<file path="config.mk">
export PLATFORM = sky130hd
export DESIGN_NAME = sdp_dma
export DESIGN_NICKNAME = d
export VERILOG_FILES = /design/src/sdp_pkg.sv /design/src/sdp_dma.sv /design/src/sdp_shift.sv
export SDC_FILE = /design/constraint.sdc
export NUM_CORES = 1
export LEC_CHECK = 0
export BUFFER_PORTS_ARGS = -buffer_cell sky130_fd_sc_hd__buf_2
export CAP_MARGIN = 10
export CORE_ASPECT_RATIO = 1.75
export CORE_UTILIZATION = 59
export DETAILED_ROUTE_END_ITERATION = 16
export PLACE_DENSITY = 0.81
export SLEW_MARGIN = 20
export SYNTH_ARGS = -nofsm -noshare
export SYNTH_HDL_FRONTEND = slang
export SYNTH_HIERARCHICAL = 1
export SYNTH_SLANG_ARGS = --single-unit
export TNS_END_PERCENT = 50
</file>
<file path="constraint.sdc">
create_clock -name clk -period 4.2 [get_ports clk]
set_clock_uncertainty 0.2 [all_clocks]
set_input_delay 0.63 -clock clk [delete_from_list [all_inputs] [get_ports clk]]
set_output_delay 0.63 -clock clk [all_outputs]
set_load 0.05 [all_outputs]
</file>
<file path="src/sdp_pkg.sv">
package sdp_pkg;

  // APB register byte offsets
  localparam logic [7:0] OFF_CTRL1  = 8'h00;
  localparam logic [7:0] OFF_CTRL2  = 8'h04;
  localparam logic [7:0] OFF_COUNT  = 8'h08;
  localparam logic [7:0] OFF_TXPTR  = 8'h0C;
  localparam logic [7:0] OFF_RXPTR  = 8'h10;
  localparam logic [7:0] OFF_STATUS = 8'h14;

  // Control one field positions
  localparam int CTRL1_RUN    = 0;
  localparam int CTRL1_DLYIEN = 1;
  localparam int CTRL1_DIR_LO = 2;
  localparam int CTRL1_RXSTEP = 4;
  localparam int CTRL1_TXSTEP = 5;
  localparam int CTRL1_SLAVE  = 6;

  // Control two field positions
  localparam int CTRL2_WM_LO  = 0;
  localparam int CTRL2_DLY_LO = 4;

  // Status field positions
  localparam int STAT_IRQ  = 0;
  localparam int STAT_BUSY = 1;

  // Reset values
  localparam logic [7:0]  CTRL_RST  = 8'h00;
  localparam logic [9:0]  COUNT_RST = 10'h000;
  localparam logic [11:0] PTR_RST   = 12'h000;

  // Protected register banks
  localparam logic [3:0] BANK_SFR_LO = 4'hE;
  localparam logic [3:0] BANK_SFR_HI = 4'hF;

  // Direction codes
  localparam logic [1:0] DIR_RX     = 2'h0;
  localparam logic [1:0] DIR_TX     = 2'h1;
  localparam logic [1:0] DIR_DUPLEX = 2'h2;

  // Master mode serial clock divider (clk cycles per half bit)
  localparam int SCK_HALF_DIV = 4;

  typedef enum logic [2:0] {
    SDP_IDLE, SDP_FETCH, SDP_SHIFT, SDP_STORE, SDP_NEXT
  } sdp_state_t;

  typedef struct packed {
    logic        req;
    logic        we;
    logic [11:0] addr;
    logic [7:0]  wdata;
  } sdp_mem_req_t;

  // Watermark code to remaining byte level
  function automatic logic [9:0] wm_level(input logic [3:0] code);
    logic [9:0] lv;
    lv = 10'h000;
    unique case (code)
      4'h0: lv = 10'h000;
      4'h1: lv = 10'h001;
      4'h2: lv = 10'h002;
      4'h3: lv = 10'h004;
      4'h4: lv = 10'h008;
      4'h5: lv = 10'h010;
      4'h6: lv = 10'h020;
      4'h7: lv = 10'h043;
      4'h8: lv = 10'h080;
      4'h9: lv = 10'h0C0;
      4'hA: lv = 10'h100;
      4'hB: lv = 10'h140;
      4'hC: lv = 10'h180;
      4'hD: lv = 10'h1C0;
      4'hE: lv = 10'h200;
      4'hF: lv = 10'h240;
    endcase
    return lv;
  endfunction

endpackage

</file>
<file path="src/sdp_dma.sv">
module sdp_dma #(
  parameter int HALF_DIV = sdp_pkg::SCK_HALF_DIV
) (
  // Clock and reset
  input  wire logic                  clk,
  input  wire logic                  rst_n,
  // APB slave
  input  wire logic                  psel,
  input  wire logic                  penable,
  input  wire logic                  pwrite,
  input  wire logic [7:0]            paddr,
  input  wire logic [31:0]           pwdata,
  output logic [31:0]                prdata,
  output logic                       pready,
  output logic                       pslverr,
  // RAM port shared with the CPU
  output sdp_pkg::sdp_mem_req_t      mem_req,
  input  wire logic                  mem_gnt,
  input  wire logic [7:0]            mem_rdata,
  // Port flag
  output logic                       serial_port_irq_flag,
  // Serial pins
  input  wire logic                  sck_in,
  input  wire logic                  sdi,
  output logic                       sck_out,
  output logic                       sck_oe,
  output logic                       sdo
);

  logic [7:0]  ctrl1_r, ctrl1_nxt;
  logic [7:0]  ctrl2_r, ctrl2_nxt;
  logic [9:0]  cnt_r, cnt_nxt;
  logic [11:0] txp_r, txp_nxt, txb_r, txb_nxt;
  logic [11:0] rxp_r, rxp_nxt, rxb_r, rxb_nxt;
  logic        irq_r, irq_nxt;
  logic        wm_done_r, wm_done_nxt;
  logic [7:0]  txd_r, txd_nxt;
  sdp_pkg::sdp_state_t st_r, st_nxt;
  sdp_pkg::sdp_mem_req_t mreq_nxt;
  logic        wr, rd, sh_start, sh_done;
  logic [7:0]  sh_rx;
  logic [1:0]  dir;
  logic        use_tx, use_rx, run;
  logic [10:0] remain, level;
  logic        tx_prot, rx_prot;

  assign dir    = ctrl1_r[sdp_pkg::CTRL1_DIR_LO +: 2];
  assign use_tx = (dir == sdp_pkg::DIR_DUPLEX) || (dir == sdp_pkg::DIR_TX);
  assign use_rx = (dir == sdp_pkg::DIR_DUPLEX) || (dir == sdp_pkg::DIR_RX);
  assign run    = ctrl1_r[sdp_pkg::CTRL1_RUN];
  assign remain = {1'b0, cnt_r} + 11'h001;
  assign level  = {1'b0, sdp_pkg::wm_level(ctrl2_r[3:0])};
  assign tx_prot = (txp_r[11:8] == sdp_pkg::BANK_SFR_LO) ||
                   (txp_r[11:8] == sdp_pkg::BANK_SFR_HI);
  assign rx_prot = (rxp_r[11:8] == sdp_pkg::BANK_SFR_LO) ||
                   (rxp_r[11:8] == sdp_pkg::BANK_SFR_HI);

  //////////////////////////////////////////////////////////////////////////
  // APB access
  assign wr      = psel && penable && pwrite;
  assign rd      = psel && !pwrite;
  assign pready  = 1'b1;
  assign pslverr = 1'b0;

  always_ff @(posedge clk or negedge rst_n) begin
    if (!rst_n) begin
      prdata <= 32'h0000_0000;
    end else if (rd && !penable) begin
      unique case (paddr)
        sdp_pkg::OFF_CTRL1:  prdata <= {24'h000000, ctrl1_r};
        sdp_pkg::OFF_CTRL2:  prdata <= {24'h000000, ctrl2_r};
        sdp_pkg::OFF_COUNT:  prdata <= {22'h0, cnt_r};
        sdp_pkg::OFF_TXPTR:  prdata <= {20'h00000, txp_r};
        sdp_pkg::OFF_RXPTR:  prdata <= {20'h00000, rxp_r};
        sdp_pkg::OFF_STATUS: prdata <= {30'h0, st_r != sdp_pkg::SDP_IDLE,
                                        irq_r};
        default:             prdata <= 32'h0000_0000;
      endcase
    end
  end

  //////////////////////////////////////////////////////////////////////////
  // Sequencer and registers
  always_comb begin
    ctrl1_nxt   = ctrl1_r;
    ctrl2_nxt   = ctrl2_r;
    cnt_nxt     = cnt_r;
    txp_nxt     = txp_r;
    txb_nxt     = txb_r;
    rxp_nxt     = rxp_r;
    rxb_nxt     = rxb_r;
    irq_nxt     = irq_r;
    wm_done_nxt = wm_done_r;
    txd_nxt     = txd_r;
    st_nxt      = st_r;
    mreq_nxt    = '0;
    sh_start    = 1'b0;
    if (wr) begin
      unique case (paddr)
        sdp_pkg::OFF_CTRL1: ctrl1_nxt = pwdata[7:0];
        sdp_pkg::OFF_CTRL2: begin
          ctrl2_nxt = pwdata[7:0];
          if (run && {1'b0, sdp_pkg::wm_level(pwdata[3:0])} > remain) begin
            irq_nxt     = 1'b1;
            wm_done_nxt = 1'b1;
          end
        end
        sdp_pkg::OFF_COUNT: cnt_nxt = pwdata[9:0];
        sdp_pkg::OFF_TXPTR: begin
          if (pwdata[31]) txp_nxt[11:8] = pwdata[11:8];
          if (pwdata[30]) txp_nxt[7:0]  = pwdata[7:0];
          txb_nxt = txp_nxt;
        end
        sdp_pkg::OFF_RXPTR: begin
          if (pwdata[31]) rxp_nxt[11:8] = pwdata[11:8];
          if (pwdata[30]) rxp_nxt[7:0]  = pwdata[7:0];
          rxb_nxt = rxp_nxt;
        end
        sdp_pkg::OFF_STATUS: if (pwdata[sdp_pkg::STAT_IRQ]) irq_nxt = 1'b0;
        default: ;
      endcase
    end
    unique case (st_r)
      sdp_pkg::SDP_IDLE: begin
        wm_done_nxt = 1'b0;
        if (run) st_nxt = use_tx ? sdp_pkg::SDP_FETCH : sdp_pkg::SDP_SHIFT;
      end
      sdp_pkg::SDP_FETCH: begin
        if (tx_prot) begin
          txd_nxt = 8'h00;
          st_nxt  = sdp_pkg::SDP_SHIFT;
        end else begin
          mreq_nxt = '{req: 1'b1, we: 1'b0, addr: txp_r, wdata: 8'h00};
          if (mem_req.req && mem_gnt) begin
            mreq_nxt = '0;
            txd_nxt  = mem_rdata;
            st_nxt   = sdp_pkg::SDP_SHIFT;
          end
        end
      end
      sdp_pkg::SDP_SHIFT: begin
        sh_start = !sh_done;
        if (sh_done) st_nxt = use_rx ? sdp_pkg::SDP_STORE : sdp_pkg::SDP_NEXT;
      end
      sdp_pkg::SDP_STORE: begin
        if (rx_prot) begin
          st_nxt = sdp_pkg::SDP_NEXT;
        end else begin
          mreq_nxt = '{req: 1'b1, we: 1'b1, addr: rxp_r, wdata: sh_rx};
          if (mem_req.req && mem_gnt) begin
            mreq_nxt = '0;
            st_nxt   = sdp_pkg::SDP_NEXT;
          end
        end
      end
      sdp_pkg::SDP_NEXT: begin
        // Slot done: fetch and store precede count and pointer step
        if (use_tx) txp_nxt = ctrl1_r[sdp_pkg::CTRL1_TXSTEP] ?
                              txp_r + 12'h001 : txb_r;
        if (use_rx) rxp_nxt = ctrl1_r[sdp_pkg::CTRL1_RXSTEP] ?
                              rxp_r + 12'h001 : rxb_r;
        if (cnt_r == 10'h000) begin
          ctrl1_nxt[sdp_pkg::CTRL1_RUN] = 1'b0;
          irq_nxt = 1'b1;
          st_nxt  = sdp_pkg::SDP_IDLE;
        end else begin
          cnt_nxt = cnt_r - 10'h001;
          if (!wm_done_r && level != 11'h000 &&
              {1'b0, cnt_r} <= level) begin
            irq_nxt     = 1'b1;
            wm_done_nxt = 1'b1;
          end
          st_nxt = use_tx ? sdp_pkg::SDP_FETCH : sdp_pkg::SDP_SHIFT;
        end
      end
      default: st_nxt = sdp_pkg::SDP_IDLE;
    endcase
  end

  always_ff @(posedge clk or negedge rst_n) begin
    if (!rst_n) begin
      ctrl1_r   <= sdp_pkg::CTRL_RST;
      ctrl2_r   <= sdp_pkg::CTRL_RST;
      cnt_r     <= sdp_pkg::COUNT_RST;
      txp_r     <= sdp_pkg::PTR_RST;
      txb_r     <= sdp_pkg::PTR_RST;
      rxp_r     <= sdp_pkg::PTR_RST;
      rxb_r     <= sdp_pkg::PTR_RST;
      irq_r     <= 1'b0;
      wm_done_r <= 1'b0;
      txd_r     <= 8'h00;
      st_r      <= sdp_pkg::SDP_IDLE;
      mem_req   <= '0;
    end else begin
      ctrl1_r   <= ctrl1_nxt;
      ctrl2_r   <= ctrl2_nxt;
      cnt_r     <= cnt_nxt;
      txp_r     <= txp_nxt;
      txb_r     <= txb_nxt;
      rxp_r     <= rxp_nxt;
      rxb_r     <= rxb_nxt;
      irq_r     <= irq_nxt;
      wm_done_r <= wm_done_nxt;
      txd_r     <= txd_nxt;
      st_r      <= st_nxt;
      mem_req   <= mreq_nxt;
    end
  end

  assign serial_port_irq_flag = irq_r;

  //////////////////////////////////////////////////////////////////////////
  // Serial shifter
  sdp_shift #(.HALF_DIV(HALF_DIV)) u_shift (
    .clk     (clk),
    .rst_n   (rst_n),
    .slave   (ctrl1_r[sdp_pkg::CTRL1_SLAVE]),
    .start   (sh_start),
    .tx_byte (use_tx ? txd_r : 8'hFF),
    .done    (sh_done),
    .rx_byte (sh_rx),
    .sck_in  (sck_in),
    .sdi     (sdi),
    .sck_out (sck_out),
    .sck_oe  (sck_oe),
    .sdo     (sdo)
  );

  //////////////////////////////////////////////////////////////////////////
  // Checks
  run_clear_a: assert property (@(posedge clk) disable iff (!rst_n)
    (st_r == sdp_pkg::SDP_NEXT && cnt_r == 10'h000)
      |=> !run && irq_r && st_r == sdp_pkg::SDP_IDLE)
    else $error("run bit not cleared at last byte");
  count_step_a: assert property (@(posedge clk) disable iff (!rst_n)
    (st_r == sdp_pkg::SDP_NEXT && cnt_r != 10'h000 && !wr)
      |=> cnt_r == $past(cnt_r) - 10'h001)
    else $error("count did not decrement");
  no_tx_write_a: assert property (@(posedge clk) disable iff (!rst_n)
    (st_r == sdp_pkg::SDP_FETCH) |-> !(mem_req.req && mem_req.we))
    else $error("write during fetch");
  sfr_guard_a: assert property (@(posedge clk) disable iff (!rst_n)
    mem_req.req |-> mem_req.addr[11:8] != sdp_pkg::BANK_SFR_LO &&
                    mem_req.addr[11:8] != sdp_pkg::BANK_SFR_HI)
    else $error("access to protected bank");
  tx_hold_a: assert property (@(posedge clk) disable iff (!rst_n)
    (st_r == sdp_pkg::SDP_NEXT && use_tx &&
     !ctrl1_r[sdp_pkg::CTRL1_TXSTEP] && !wr) |=> txp_r == $past(txb_r))
    else $error("tx pointer moved");
  rx_step_a: assert property (@(posedge clk) disable iff (!rst_n)
    (st_r == sdp_pkg::SDP_NEXT && use_rx &&
     ctrl1_r[sdp_pkg::CTRL1_RXSTEP] && !wr)
      |=> rxp_r == $past(rxp_r) + 12'h001)
    else $error("rx pointer did not step");
  wm_once_a: assert property (@(posedge clk) disable iff (!rst_n)
    (wm_done_r && !irq_r && st_r == sdp_pkg::SDP_NEXT && cnt_r != 10'h000
     && !wr) |=> !irq_r)
    else $error("watermark flag set twice");
  wm_now_a: assert property (@(posedge clk) disable iff (!rst_n)
    (wr && paddr == sdp_pkg::OFF_CTRL2 && run &&
     {1'b0, sdp_pkg::wm_level(pwdata[3:0])} > remain) |=> irq_r)
    else $error("immediate watermark flag missing");
  mem_hold_a: assert property (@(posedge clk) disable iff (!rst_n)
    (mem_req.req && !mem_gnt) |=> mem_req.req && $stable(mem_req.addr))
    else $error("request dropped before grant");
  sck_quiet_a: assert property (@(posedge clk) disable iff (!rst_n)
    st_r != sdp_pkg::SDP_SHIFT |-> !sck_out)
    else $error("serial clock outside a byte slot");
  irq_keep_a: assert property (@(posedge clk) disable iff (!rst_n)
    (irq_r && !(wr && paddr == sdp_pkg::OFF_STATUS &&
     pwdata[sdp_pkg::STAT_IRQ])) |=> irq_r)
    else $error("port flag dropped without a clear");
  done_c: cover property (@(posedge clk) disable iff (!rst_n)
    $fell(run));
  wm_c: cover property (@(posedge clk) disable iff (!rst_n)
    run && $rose(wm_done_r));
  store_c: cover property (@(posedge clk) disable iff (!rst_n)
    mem_req.req && mem_req.we && mem_gnt);
  slave_c: cover property (@(posedge clk) disable iff (!rst_n)
    ctrl1_r[sdp_pkg::CTRL1_SLAVE] && $fell(run));

endmodule

</file>
<file path="src/sdp_shift.sv">
// Serial byte shifter: master drives sck, slave follows a synchronised sck
module sdp_shift #(
  parameter int HALF_DIV = 4
) (
  // Clock and reset
  input  wire logic       clk,
  input  wire logic       rst_n,
  // Control
  input  wire logic       slave,
  input  wire logic       start,
  input  wire logic [7:0] tx_byte,
  output logic            done,
  output logic [7:0]      rx_byte,
  // Pins
  input  wire logic       sck_in,
  input  wire logic       sdi,
  output logic            sck_out,
  output logic            sck_oe,
  output logic            sdo
);

  logic       s1_r, s2_r, s3_r;
  logic       act_r, act_nxt;
  logic [2:0] bit_r, bit_nxt;
  logic [7:0] sh_r, sh_nxt;
  logic [7:0] rx_nxt;
  logic       sck_r, sck_nxt;
  logic       done_nxt;
  logic [7:0] div_r, div_nxt;
  logic       d1_r, d2_r;
  logic       tick, rise, fall;

  //////////////////////////////////////////////////////////////////////////
  always_ff @(posedge clk or negedge rst_n) begin
    if (!rst_n) begin
      s1_r <= 1'b0;
      s2_r <= 1'b0;
      s3_r <= 1'b0;
      d1_r <= 1'b0;
      d2_r <= 1'b0;
    end else begin
      s1_r <= sck_in;
      s2_r <= s1_r;
      s3_r <= s2_r;
      d1_r <= sdi;
      d2_r <= d1_r;
    end
  end

  assign tick = (div_r == 8'(HALF_DIV - 1));
  assign rise = slave ? (s2_r & ~s3_r) : (tick & ~sck_r & act_r);
  assign fall = slave ? (~s2_r & s3_r) : (tick & sck_r & act_r);

  always_comb begin
    act_nxt  = act_r;
    bit_nxt  = bit_r;
    sh_nxt   = sh_r;
    rx_nxt   = rx_byte;
    sck_nxt  = sck_r;
    done_nxt = 1'b0;
    div_nxt  = (tick || !act_r) ? 8'h00 : div_r + 8'h01;
    if (start && !act_r) begin
      act_nxt = 1'b1;
      bit_nxt = 3'h0;
      sh_nxt  = tx_byte;
    end else if (act_r) begin
      if (!slave && tick) sck_nxt = ~sck_r;
      if (rise) sh_nxt = {sh_r[6:0], d2_r};
      if (fall) begin
        bit_nxt = bit_r + 3'h1;
        if (bit_r == 3'h7) begin
          act_nxt  = 1'b0;
          done_nxt = 1'b1;
          rx_nxt   = sh_r;
        end
      end
    end
  end

  always_ff @(posedge clk or negedge rst_n) begin
    if (!rst_n) begin
      act_r   <= 1'b0;
      bit_r   <= 3'h0;
      sh_r    <= 8'h00;
      rx_byte <= 8'h00;
      sck_r   <= 1'b0;
      done    <= 1'b0;
      div_r   <= 8'h00;
    end else begin
      act_r   <= act_nxt;
      bit_r   <= bit_nxt;
      sh_r    <= sh_nxt;
      rx_byte <= rx_nxt;
      sck_r   <= sck_nxt;
      done    <= done_nxt;
      div_r   <= div_nxt;
    end
  end

  assign sck_out = sck_r;
  assign sck_oe  = ~slave;
  assign sdo     = sh_r[7];

endmodule

</file>
==> summary.txt, run 1 <==
Pwr
  – Total power: 0.00453 W
  – Peak supply drop: 324 uV
  – Pleak: 4.84 nW
  – Pwr Density: 453 mW/mm^2
  – Combinational fraction of design power: 21.3%
  – Clock power frac: 35.2%
  – Sw Ratio: 34.6%
  – Reg power frac: 43.6%
  – Internal power: 0.00296 W
  – P_sw: 0.00157 W

Min path
  – Worst hold path type: in2async

Clocking
  – Root Buffer: clkbuf_16
  – CTS tree: done
  – CTS max path bufs: 2
  – Clk sink count: 156
  – Htree depth: 4
  – # Post-CTS Setup Buffers: 0
  – Post_cts resized: 0
  – CTS Buf Count: 17
  – Hold-fix buffers, CTS: 0
  – Worst-Skew Late Latency: 0.43 ns
  – Reg clk slew, reported paths: 0.08 ns

Routing
  – Post-route DRC: 0
  – DR vias: 7268
  – Initial drt markers: 538
  – Vias per inst: 6.24
  – DRT Wirelength: 22800 microns
  – WL/cell: 19.6 microns
  – DR pass1 iterations: 5
  – Final ANT Viol Nets: 0

Finish
  – Commonest cells after routing, fill and taps aside: dfrtp_1, nand2_1, buf_2, nor2_1, mux2i_1
  – Fin cells: 1165
  – Share of cells above drive strength 1: 18.2%
  – Final Util: 67.1%
  – Most common cell after layout, fill and taps aside: dfrtp_1
  – Area of the multi-input gates: 0.00470 sq mm
  – Area Overhead vs Synth: 10.4%
  – Total Nets Final: 1056
  – Fillers: 1136
  – Ant diodes: 0
  – Register Area: 0.00390 sq mm

STA
  – F_max: 282 MHz
  – Max-slew violations: 0
  – RSZ-0062 raised after global routing: no
  – Slew headroom: 25.0%
  – Least-Margin Pin Slew: 1.12 ns
  – Final setup vio count: 0
  – Min Tclk post-route: 3.55 ns
  – Final worst-path cycle share: 84.6%
  – Setup TNS: 0 ns
  – Final Hold Vio Count: 0

Logic synthesis
  – Asr flop ratio synth: 100%
  – Syn Inst Count: 935
  – Seq cells post-synth: 156
  – Leading area contributor after synthesis: dfrtp_1
  – Ranking of synthesized cells by area: dfrtp_1, mux2i_1, mux2_2, ha_1, nand2_1
  – Post-synth EDFFs: 0
  – Synthesis Warnings: 6
  – Main flop type after synthesis: dfrtp_1
  – Yosys top cell area share: 43.1%
  – Distinct cells, synth: 70
  – Mapped cell area: 0.00906 sq mm
  – Mean area per synthesized cell: 9.69 sq um
  – Sequential fraction of the synthesis area: 43.1%

Die
  – Cell row count: 59
  – Initial core utilization: 60.7%
  – Die width: 95.7 microns
  – Die H: 166 microns
  – Area of the core: 0.0149 sq mm
  – Top-level I/O count: 116
  – Die Area: 0.0159 sq mm

Critical path
  – Crit path largest cell delay: 0.50 ns
  – FF-to-FF path depth: 13
  – RR Startpoint: cnt_r[0]$_DFF_PN0_
  – Type of the worst setup path: reg2reg
  – Worst path slowest cell: a2111oi_0
  – Register-to-register setup slack: 0.65 ns
  – Critical Path AT: 3.66 ns
  – Critical path endpoint category: flop
  – Crit-path max FO: 7
  – Crit path from: cnt_r[0]$_DFF_PN0_
  – Cell Chain, Critical Path: ha_1, nand3_1, or2_2, nor2_1, xnor2_1, ha_1, and4_1, nand3_1, a21oi_1, a2111oi_0, buf_4, a2111oi_4, o32a_1
  – Reg-to-Reg End: wm_done_r$_DFF_PN0_
  – CP startpoint kind: flop
  – CP endpoint: wm_done_r$_DFF_PN0_
  – WP data required: 4.31 ns

Placed design
  – DP Wirelength: 16000 microns
  – Placed Cells: 1133
  – Placer Congestion: 0.913
  – Port Buffers: 75

Status
  – Status: finished, final reports clean

Global route
  – Initial antenna violation count: 0
  – First-pass GRT wire length: 36600 microns
  – Vias in the first global route: 7228
  – Largest net degree at the start of global routing: 86
  – Total track usage: 30.5%
  – Global route overflow: 0

Flow run
  – Max Cap Violations: 0
==> how the worst min path moves through the flow <==
stage	from	endpoint	slack, ns	cells past startpoint
after detailed placement	u_shift/d1_r$_DFF_PN0_	u_shift/d2_r$_DFF_PN0_	0.14	0
after CTS	rst_n	txd_r[7]$_DFFE_PN0P_	0.08	1
after floorplan	rst_n	cnt_r[0]$_DFF_PN0_	0.13	0
after global placement	u_shift/s1_r$_DFF_PN0_	u_shift/s2_r$_DFF_PN0_	0.13	0
final	rst_n	mem_req[0]$_DFF_PN0_	0.06	1
after global routing	sdi	u_shift/d1_r$_DFF_PN0_	0.09	1
==> power by group through the flow <==
stage / registers, W / clock network, W / logic, W
2_1_floorplan: 0.00185 / 0 / 0.000821
3_3_place_gp: 0.00198 / 0 / 0.000919
3_5_place_dp: 0.00199 / 0 / 0.000953
4_1_cts: 0.00196 / 0.00161 / 0.000961
5_1_grt: 0.00199 / 0.00169 / 0.00107
6_report: 0.00197 / 0.00159 / 0.000963
==> sequential cells by signal (all words and copies together), names as in the netlist, 3 cells and up <==
name / flops
u_shift/sh_r: 8
ctrl1_r: 8
prdata: 12
txb_r: 12
u_shift/bit_r: 3
u_shift/rx_byte: 8
txd_r: 8
txp_r: 12
ctrl2_r: 8
u_shift/div_r: 8
mem_req: 22
st_r: 3
rxp_r: 12
cnt_r: 10
rxb_r: 12
==> critical path: cells and delay by family (launching register included) <==
kind / cells / cell delay [ns]
buffers and inverters: 1 / 0.21
xor gates and xnor gates: 1 / 0.15
adders and majority gates: 2 / 0.54
DFF: 1 / 0.49
AOI/OAI and AO/OA: 4 / 0.97
and+or+nand+nor: 5 / 0.88
==> logic make-up after synthesis <==
group                    share of synthesized area [%]
AO/OA/AOI/OAI                                     12.9
XOR/XNOR                                          3.58
adder cells (fa/ha/maj)                           4.28
buffers and inverters                             5.87
flip-flops                                        43.1
multiplexers                                      12.8
other                                           0.0829
AND/OR/NAND/NOR                                   17.4
==> per-stage QoR <==
| stage | hold slack (ns) | setup slack, ns | area, sq um |
|---|---|---|---|
| floorplan | 0.131 | 0.925 | 9130 |
| global placement | 0.131 | 0.768 | 9370 |
| detailed placement | 0.141 | 0.722 | 9370 |
| CTS | 0.0836 | 0.683 | 10000 |
| global route | 0.0881 | 0.485 | 10000 |
| finish | 0.0592 | 0.648 | 10000 |
==> layout make-up <==
class	instances	share of cell area, %
clock buffers	17	4.25
clock inverters	15	2.03
inverters	24	0.901
multi-input cells	686	47.0
flip-flops and latches	156	39.0
well taps	183	2.29
repair buffers	84	4.49
==> metal layers <==
metal | wire (microns) | global-route usage [%] | vias up
li1 | - | - | 3330
met1 | 8310 | 33.6 | 3521
met2 | 11600 | 51.8 | 320
met3 | 1370 | 6.04 | 97
met4 | 1580 | 19.7 | 0
met5 | 0 | 0 | -
==> cells in the mapped netlist (6+ instances only) <==
library cell,number
dfrtp_1,156
nand2_1,90
nor2_1,69
mux2i_1,61
clkbuf_1,58
o21ai_0,52
a21oi_1,44
mux2_2,36
nand3_1,34
ha_1,31
inv_1,24
buf_4,22
xnor2_1,22
nor3_1,19
and2_1,16
xor2_1,15
nor2b_1,14
nand2b_1,13
a22o_1,12
or3_1,10
a211oi_1,9
o211ai_1,9
mux2_4,8
a222oi_1,7
o22ai_1,7
a31oi_1,6
nor4_1,6
Power figures use the tool's default switching activity.
==> run 2: changes to the inputs <==
Settings changed: CORE_UTILIZATION 59 to 53, PLACE_DENSITY 0.81 to 0.77.
Clock period 4.2 ns to 2.9 ns, I/O delays scaled along.
==> summary.txt, run 2 (synthesis results as in run 1) <==
Pwr
  – Pleak: 5.06 nW
  – Sw Ratio: 35.0%
  – P_sw: 0.00229 W
  – Reg power frac: 43.2%
  – Combinational fraction of design power: 23.1%
  – Total power: 0.00654 W
  – Clock power frac: 33.7%
  – Peak supply drop: 432 uV
  – Pwr Density: 625 mW/mm^2
  – Internal power: 0.00425 W

Clocking
  – Reg clk slew, reported paths: 0.07 ns
  – Worst-Skew Late Latency: 0.43 ns
  – CTS tree: done
  – Root Buffer: clkbuf_16
  – CTS max path bufs: 2
  – CTS Buf Count: 17
  – Htree depth: 4
  – Clk sink count: 156

STA
  – Max-slew violations: 0
  – Final WS setup: 0.0958 ns
  – Final setup vio count: 0
  – Setup TNS: 0 ns
  – RSZ-0062 raised after global routing: no
  – Final Hold Vio Count: 0
  – F_max: 357 MHz
  – Min Tclk post-route: 2.80 ns
  – Slew headroom: 45.4%
  – Final worst-path cycle share: 96.7%
  – Least-Margin Pin Slew: 0.818 ns

Global route
  – First-pass GRT wire length: 38000 microns
  – Global route overflow: 0
  – Total track usage: 28.3%
  – Largest net degree at the start of global routing: 74
  – Initial antenna violation count: 2
  – Vias in the first global route: 7340

Routing
  – Post-route DRC: 0
  – WL/cell: 18.6 microns
  – DR pass1 iterations: 5
  – Vias per inst: 5.84
  – Initial drt markers: 410
  – DR vias: 7314
  – DRT Wirelength: 23300 microns
  – Final ANT Viol Nets: 0

Flow run
  – Max Cap Violations: 0

Min path
  – Worst hold path type: in2reg
  – Hold depth: 3

Status
  – Status: finished, final reports clean

Finish
  – Commonest cells after routing, fill and taps aside: dfrtp_1, nand2_1, buf_2, nor2_1, mux2i_1
  – Max reg flops: 22
  – Most flops, register: mem_req
  – Most common cell after layout, fill and taps aside: dfrtp_1
  – Total Nets Final: 1101
  – Share of cells above drive strength 1: 22.6%
  – Area Overhead vs Synth: 15.6%
  – Fin area: 0.0105 sq mm

Critical path
  – Worst path slowest cell: a2111oi_4
  – WP data required: 3.06 ns
  – Crit path largest cell delay: 0.47 ns
  – Crit-path max FO: 3
  – Critical Path Most Common Cell: a2111oi_4
  – Worst path depth: 12
  – Critical Path AT: 2.97 ns
  – Type of the worst setup path: reg2reg
  – Cell Chain, Critical Path: ha_2, nand3_1, or2_4, nor2_2, xnor2_1, ha_1, and4_4, nand3_4, a21oi_4, a2111oi_4, a2111oi_4, o32a_1
  – Critical path endpoint category: flop
  – CP startpoint kind: flop
  – FF-to-FF path depth: 12
  – CP top delay family: compound AO/OA/AOI/OAI gates
  – Buffers and inverters on the worst path: 0

Placed design
  – Area after DPL: 0.00976 sq mm
  – Placer Congestion: 0.931
  – Setup WS pre-CTS: -0.0487 ns
  – DP Wirelength: 16800 microns
  – Port Buffers: 75

Die
  – Die width: 101 microns
  – Area of the core: 0.0165 sq mm
  – Die H: 175 microns
  – Die Area: 0.0176 sq mm
  – Cell row count: 62
  – Top-level I/O count: 116
  – Initial core utilization: 54.8%
==> run 2: cell count changes in the layout (fill, tap and decap cells not counted), moves of 3 or more <==
cell           change
dlygate4sd3_1      +3
nor2_2             +3
nor2_1             -3
buf_4             +39
clkinv_8           -3
==> run 2: metrics by stage <==
step	util, %	std cells	hold slack (ns)
floorplan	-	955	-0.0606
global route	63.3	1251	0.0165
CTS	63.2	1251	0.0129
finish	63.3	1252	0.0177
detailed placement	59.0	1214	0.136
global placement	59.0	1214	0.132
==> run 2: what timing repair did <==
item,4_1_cts,5_1_grt
setup endpoints to repair,2,2
buffers inserted,3,0
hold buffers,3,0
hold endpoints to repair,73,0
resized for setup,9,6
pin swaps,11,7
==> run 2: cell type report <==
type / count / area, sq um
antenna: 1 / 2.50
sequential: 156 / 3900
fill: 1359 / 6060
clock buffer: 17 / 425
inverter: 24 / 90.1
clock inverter: 15 / 164
multi-input combinational: 686 / 4780
timing repair buffer: 129 / 823
tap: 224 / 280
==> run 2: power groups by stage <==
stage	registers [W]	logic [W]	clock network (W)
floorplan	0.00268	0.00119	0
global placement	0.00283	0.00144	0
detailed placement	0.00285	0.00149	0
CTS	0.00281	0.00151	0.00223
global route	0.00286	0.00169	0.00233
finish	0.00283	0.00151	0.00221
==> run 2: path summary, 6_finish.rpt <==
path                                              from  slack, ns                           to
worst max-delay path                cnt_r[0]$_DFF_PN0_        0.1          wm_done_r$_DFF_PN0_
worst min-delay path                      mem_rdata[7]       0.02         txd_r[7]$_DFFE_PN0P_
worst max register to register      cnt_r[0]$_DFF_PN0_        0.1          wm_done_r$_DFF_PN0_
worst min register to register  u_shift/s1_r$_DFF_PN0_       0.15       u_shift/s2_r$_DFF_PN0_
max in group asynchronous                        rst_n       1.42         txb_r[0]$_DFFE_PN0P_
min in group asynchronous                        rst_n       0.37  u_shift/sh_r[7]$_DFFE_PN0P_
==> run 2: worst reg2reg max path, cell delays in order, from the launching register on <==
cell and delay, ns:
dfrtp_1 0.37, ha_2 0.18, nand3_1 0.07, or2_4 0.25
nor2_2 0.11, xnor2_1 0.08, ha_1 0.29, and4_4 0.23
nand3_4 0.08, a21oi_4 0.15, a2111oi_4 0.06, a2111oi_4 0.47
o32a_1 0.20
==> run 2: metal layers <==
layer  vias up  part of all wire (%)  routed length (microns)  global-route usage, %
met4         2                   7.7                     1780                   20.8
li1       3414                     -                        -                      -
met2       281                    50                    11700                   47.8
met1      3519                    37                     8540                   31.3
met5         -                 0.034                        8                      0
met3        98                   5.2                     1220                   5.40
==> run 3: changes to the inputs <==
==> constraint.sdc (replaced) <==
create_clock -name clk -period 2.9 [get_ports clk]
set_clock_uncertainty 0.2 [all_clocks]
set_input_delay 0 -clock clk [delete_from_list [all_inputs] [get_ports clk]]
set_output_delay 0 -clock clk [all_outputs]
set_load 0.05 [all_outputs]
==> summary.txt, run 3 (synthesis results as in run 1) <==
Critical path
  – RR Startpoint: cnt_r[0]$_DFF_PN0_
  – Worst path slowest cell: a2111oi_4
  – Register-to-register setup slack: 0.07 ns
  – CP startpoint kind: flop
  – Type of the worst setup path: reg2reg
  – Buffers and inverters on the worst path: 0
  – CP top delay family: compound AO/OA/AOI/OAI gates
  – Crit-path max FO: 3
  – WP data required: 3.07 ns
  – Cell Chain, Critical Path: ha_2, nand3_2, or2_4, xor2_1, ha_1, and4_4, nand3_2, a21oi_2, a2111oi_4, a2111oi_4, o32a_1
  – FF-to-FF path depth: 11
  – Reg-to-Reg End: wm_done_r$_DFF_PN0_
  – Critical Path AT: 3.00 ns
  – Critical path endpoint category: flop
  – Crit path largest cell delay: 0.51 ns

Finish
  – Most common cell after layout, fill and taps aside: dfrtp_1
  – Fin cells: 1273
  – Max reg flops: 22
  – Area Overhead vs Synth: 18.2%
  – Final Util: 64.8%
  – Commonest cells after routing, fill and taps aside: dfrtp_1, nand2_1, buf_2, nor2_1, mux2i_1
  – Area of the multi-input gates: 0.00475 sq mm
  – Fillers: 1296
  – Total Nets Final: 1123
  – Most flops, register: mem_req
  – Ant diodes: 0
  – Register Area: 0.00390 sq mm
  – Share of cells above drive strength 1: 20.7%

Routing
  – Vias per inst: 5.87
  – DR pass1 iterations: 5
  – DR vias: 7478
  – Post-route DRC: 0
  – WL/cell: 18.3 microns
  – Final ANT Viol Nets: 0
  – DRT Wirelength: 23300 microns
  – Initial drt markers: 409

Die
  – Area of the core: 0.0165 sq mm
  – Die Area: 0.0176 sq mm
  – Die H: 175 microns
  – Initial core utilization: 54.8%
  – Cell row count: 62
  – Top-level I/O count: 116
  – Die width: 101 microns

Pwr
  – Pleak: 5.15 nW
  – Internal power: 0.00430 W
  – Peak supply drop: 378 uV
  – Combinational fraction of design power: 23.2%
  – Sw Ratio: 35.2%
  – Pwr Density: 620 mW/mm^2
  – Reg power frac: 42.5%
  – P_sw: 0.00234 W
  – Clock power frac: 34.3%

Global route
  – Vias in the first global route: 7463
  – Global route overflow: 0
  – Initial antenna violation count: 0
  – Largest net degree at the start of global routing: 84
  – Total track usage: 28.0%
  – First-pass GRT wire length: 37600 microns

Clocking
  – Reg clk slew, reported paths: 0.08 ns
  – Htree depth: 4
  – Worst-Skew Late Latency: 0.43 ns
  – Root Buffer: clkbuf_16
  – CTS max path bufs: 2
  – CTS Buf Count: 17
  – Clk sink count: 156
  – CTS tree: done

STA
  – Hold_ws: -0.0369 ns
  – RSZ-0062 raised after global routing: yes
  – Min Tclk post-route: 2.83 ns
  – Max-slew violations: 0
  – F_max: 354 MHz
  – Least-Margin Pin Slew: 0.853 ns
  – Final worst-path cycle share: 97.4%
  – Slew headroom: 43.1%
  – Final Hold Vio Count: 20
  – Final setup vio count: 0

Placed design
  – Placed Cells: 1202
  – DP Wirelength: 16600 microns
  – Placer Congestion: 0.931
  – Port Buffers: 75

Min path
  – Worst hold path type: in2async

Status
  – Status: finished, violations left
  – Failing checks: hold timing

Flow run
  – Max Cap Violations: 0
run 3: cell count changes in the layout (fill, tap and decap cells not counted), moves of 2 or more:
cell           change
dlygate4sd3_1     +34
clkinv_8           +3
clkinvlp_4         -2
buf_4             -10
nor2_2             -2
inv_6              -3
run 3: how the worst max path moves through the flow:
stage	endpoint	from	slack, ns	cells past startpoint
after floorplan	wm_done_r$_DFF_PN0_	cnt_r[0]$_DFF_PN0_	0.03	12
after global placement	wm_done_r$_DFF_PN0_	cnt_r[0]$_DFF_PN0_	0.05	12
after detailed placement	wm_done_r$_DFF_PN0_	cnt_r[0]$_DFF_PN0_	-0.03	12
after CTS	wm_done_r$_DFF_PN0_	cnt_r[1]$_DFF_PN0_	0.04	11
after global routing	wm_done_r$_DFF_PN0_	cnt_r[1]$_DFF_PN0_	-0.02	12
final	wm_done_r$_DFF_PN0_	cnt_r[0]$_DFF_PN0_	0.07	11
run 3: final cells by class:
| class | instances | share of cell area (%) |
|---|---|---|
| Clock buffer | 17 | 3.97 |
| Clock inverter | 15 | 1.83 |
| Inverter | 24 | 0.842 |
| Multi-Input combinational cell | 686 | 44.4 |
| Sequential cell | 156 | 36.5 |
| Tap cell | 224 | 2.62 |
| Timing Repair Buffer | 151 | 9.88 |
run 3: worst reg2reg max path: cells and delay by family, from the launching register on:
family | cells | cell delay, ns
xor gates and xnor gates | 1 | 0.15
and+or+nand+nor | 4 | 0.65
adders and majority gates | 2 | 0.49
AOI/OAI and AO/OA | 4 | 0.93
DFF | 1 | 0.35
run 3: per-stage QoR:
stage | power, W | setup slack (ns) | TNS (ns) | hold WS, ns | instance area, sq um
global placement | 0.00426 | 0.0456 | 0 | -0.102 | 9650
floorplan | 0.00387 | 0.0309 | 0 | -0.496 | 9140
global route | 0.00694 | -0.0244 | -0.0244 | 0.0516 | 10700
finish | 0.00664 | 0.0742 | 0 | -0.0369 | 10700
detailed placement | 0.00433 | -0.0272 | -0.0272 | -0.0980 | 9650
CTS | 0.00665 | 0.0405 | 0 | 0.00705 | 10700
run 3: what timing repair did:
action,CTS,global route
endpoints found under the hold margin,228,0
resized for setup,10,0
hold buffers,37,0
setup buffers,2,0
pin swaps,9,6
endpoints found under the setup margin,1,2
run 3: power by group through the flow:
stage | sequential (W) | clock (W) | combinational [W]
final | 0.00282 | 0.00228 | 0.00154
after detailed placement | 0.00285 | 0 | 0.00148
after global routing | 0.00285 | 0.00239 | 0.00170
after floorplan | 0.00268 | 0 | 0.00119
after global placement | 0.00283 | 0 | 0.00144
after CTS | 0.00280 | 0.00231 | 0.00154
run 3: routing by layer:
metal	global-route usage (%)	share of wire [%]
met3	4.36	5.3
met5	0	0
met2	49.1	52
met1	31.1	37
met4	17.9	6.3
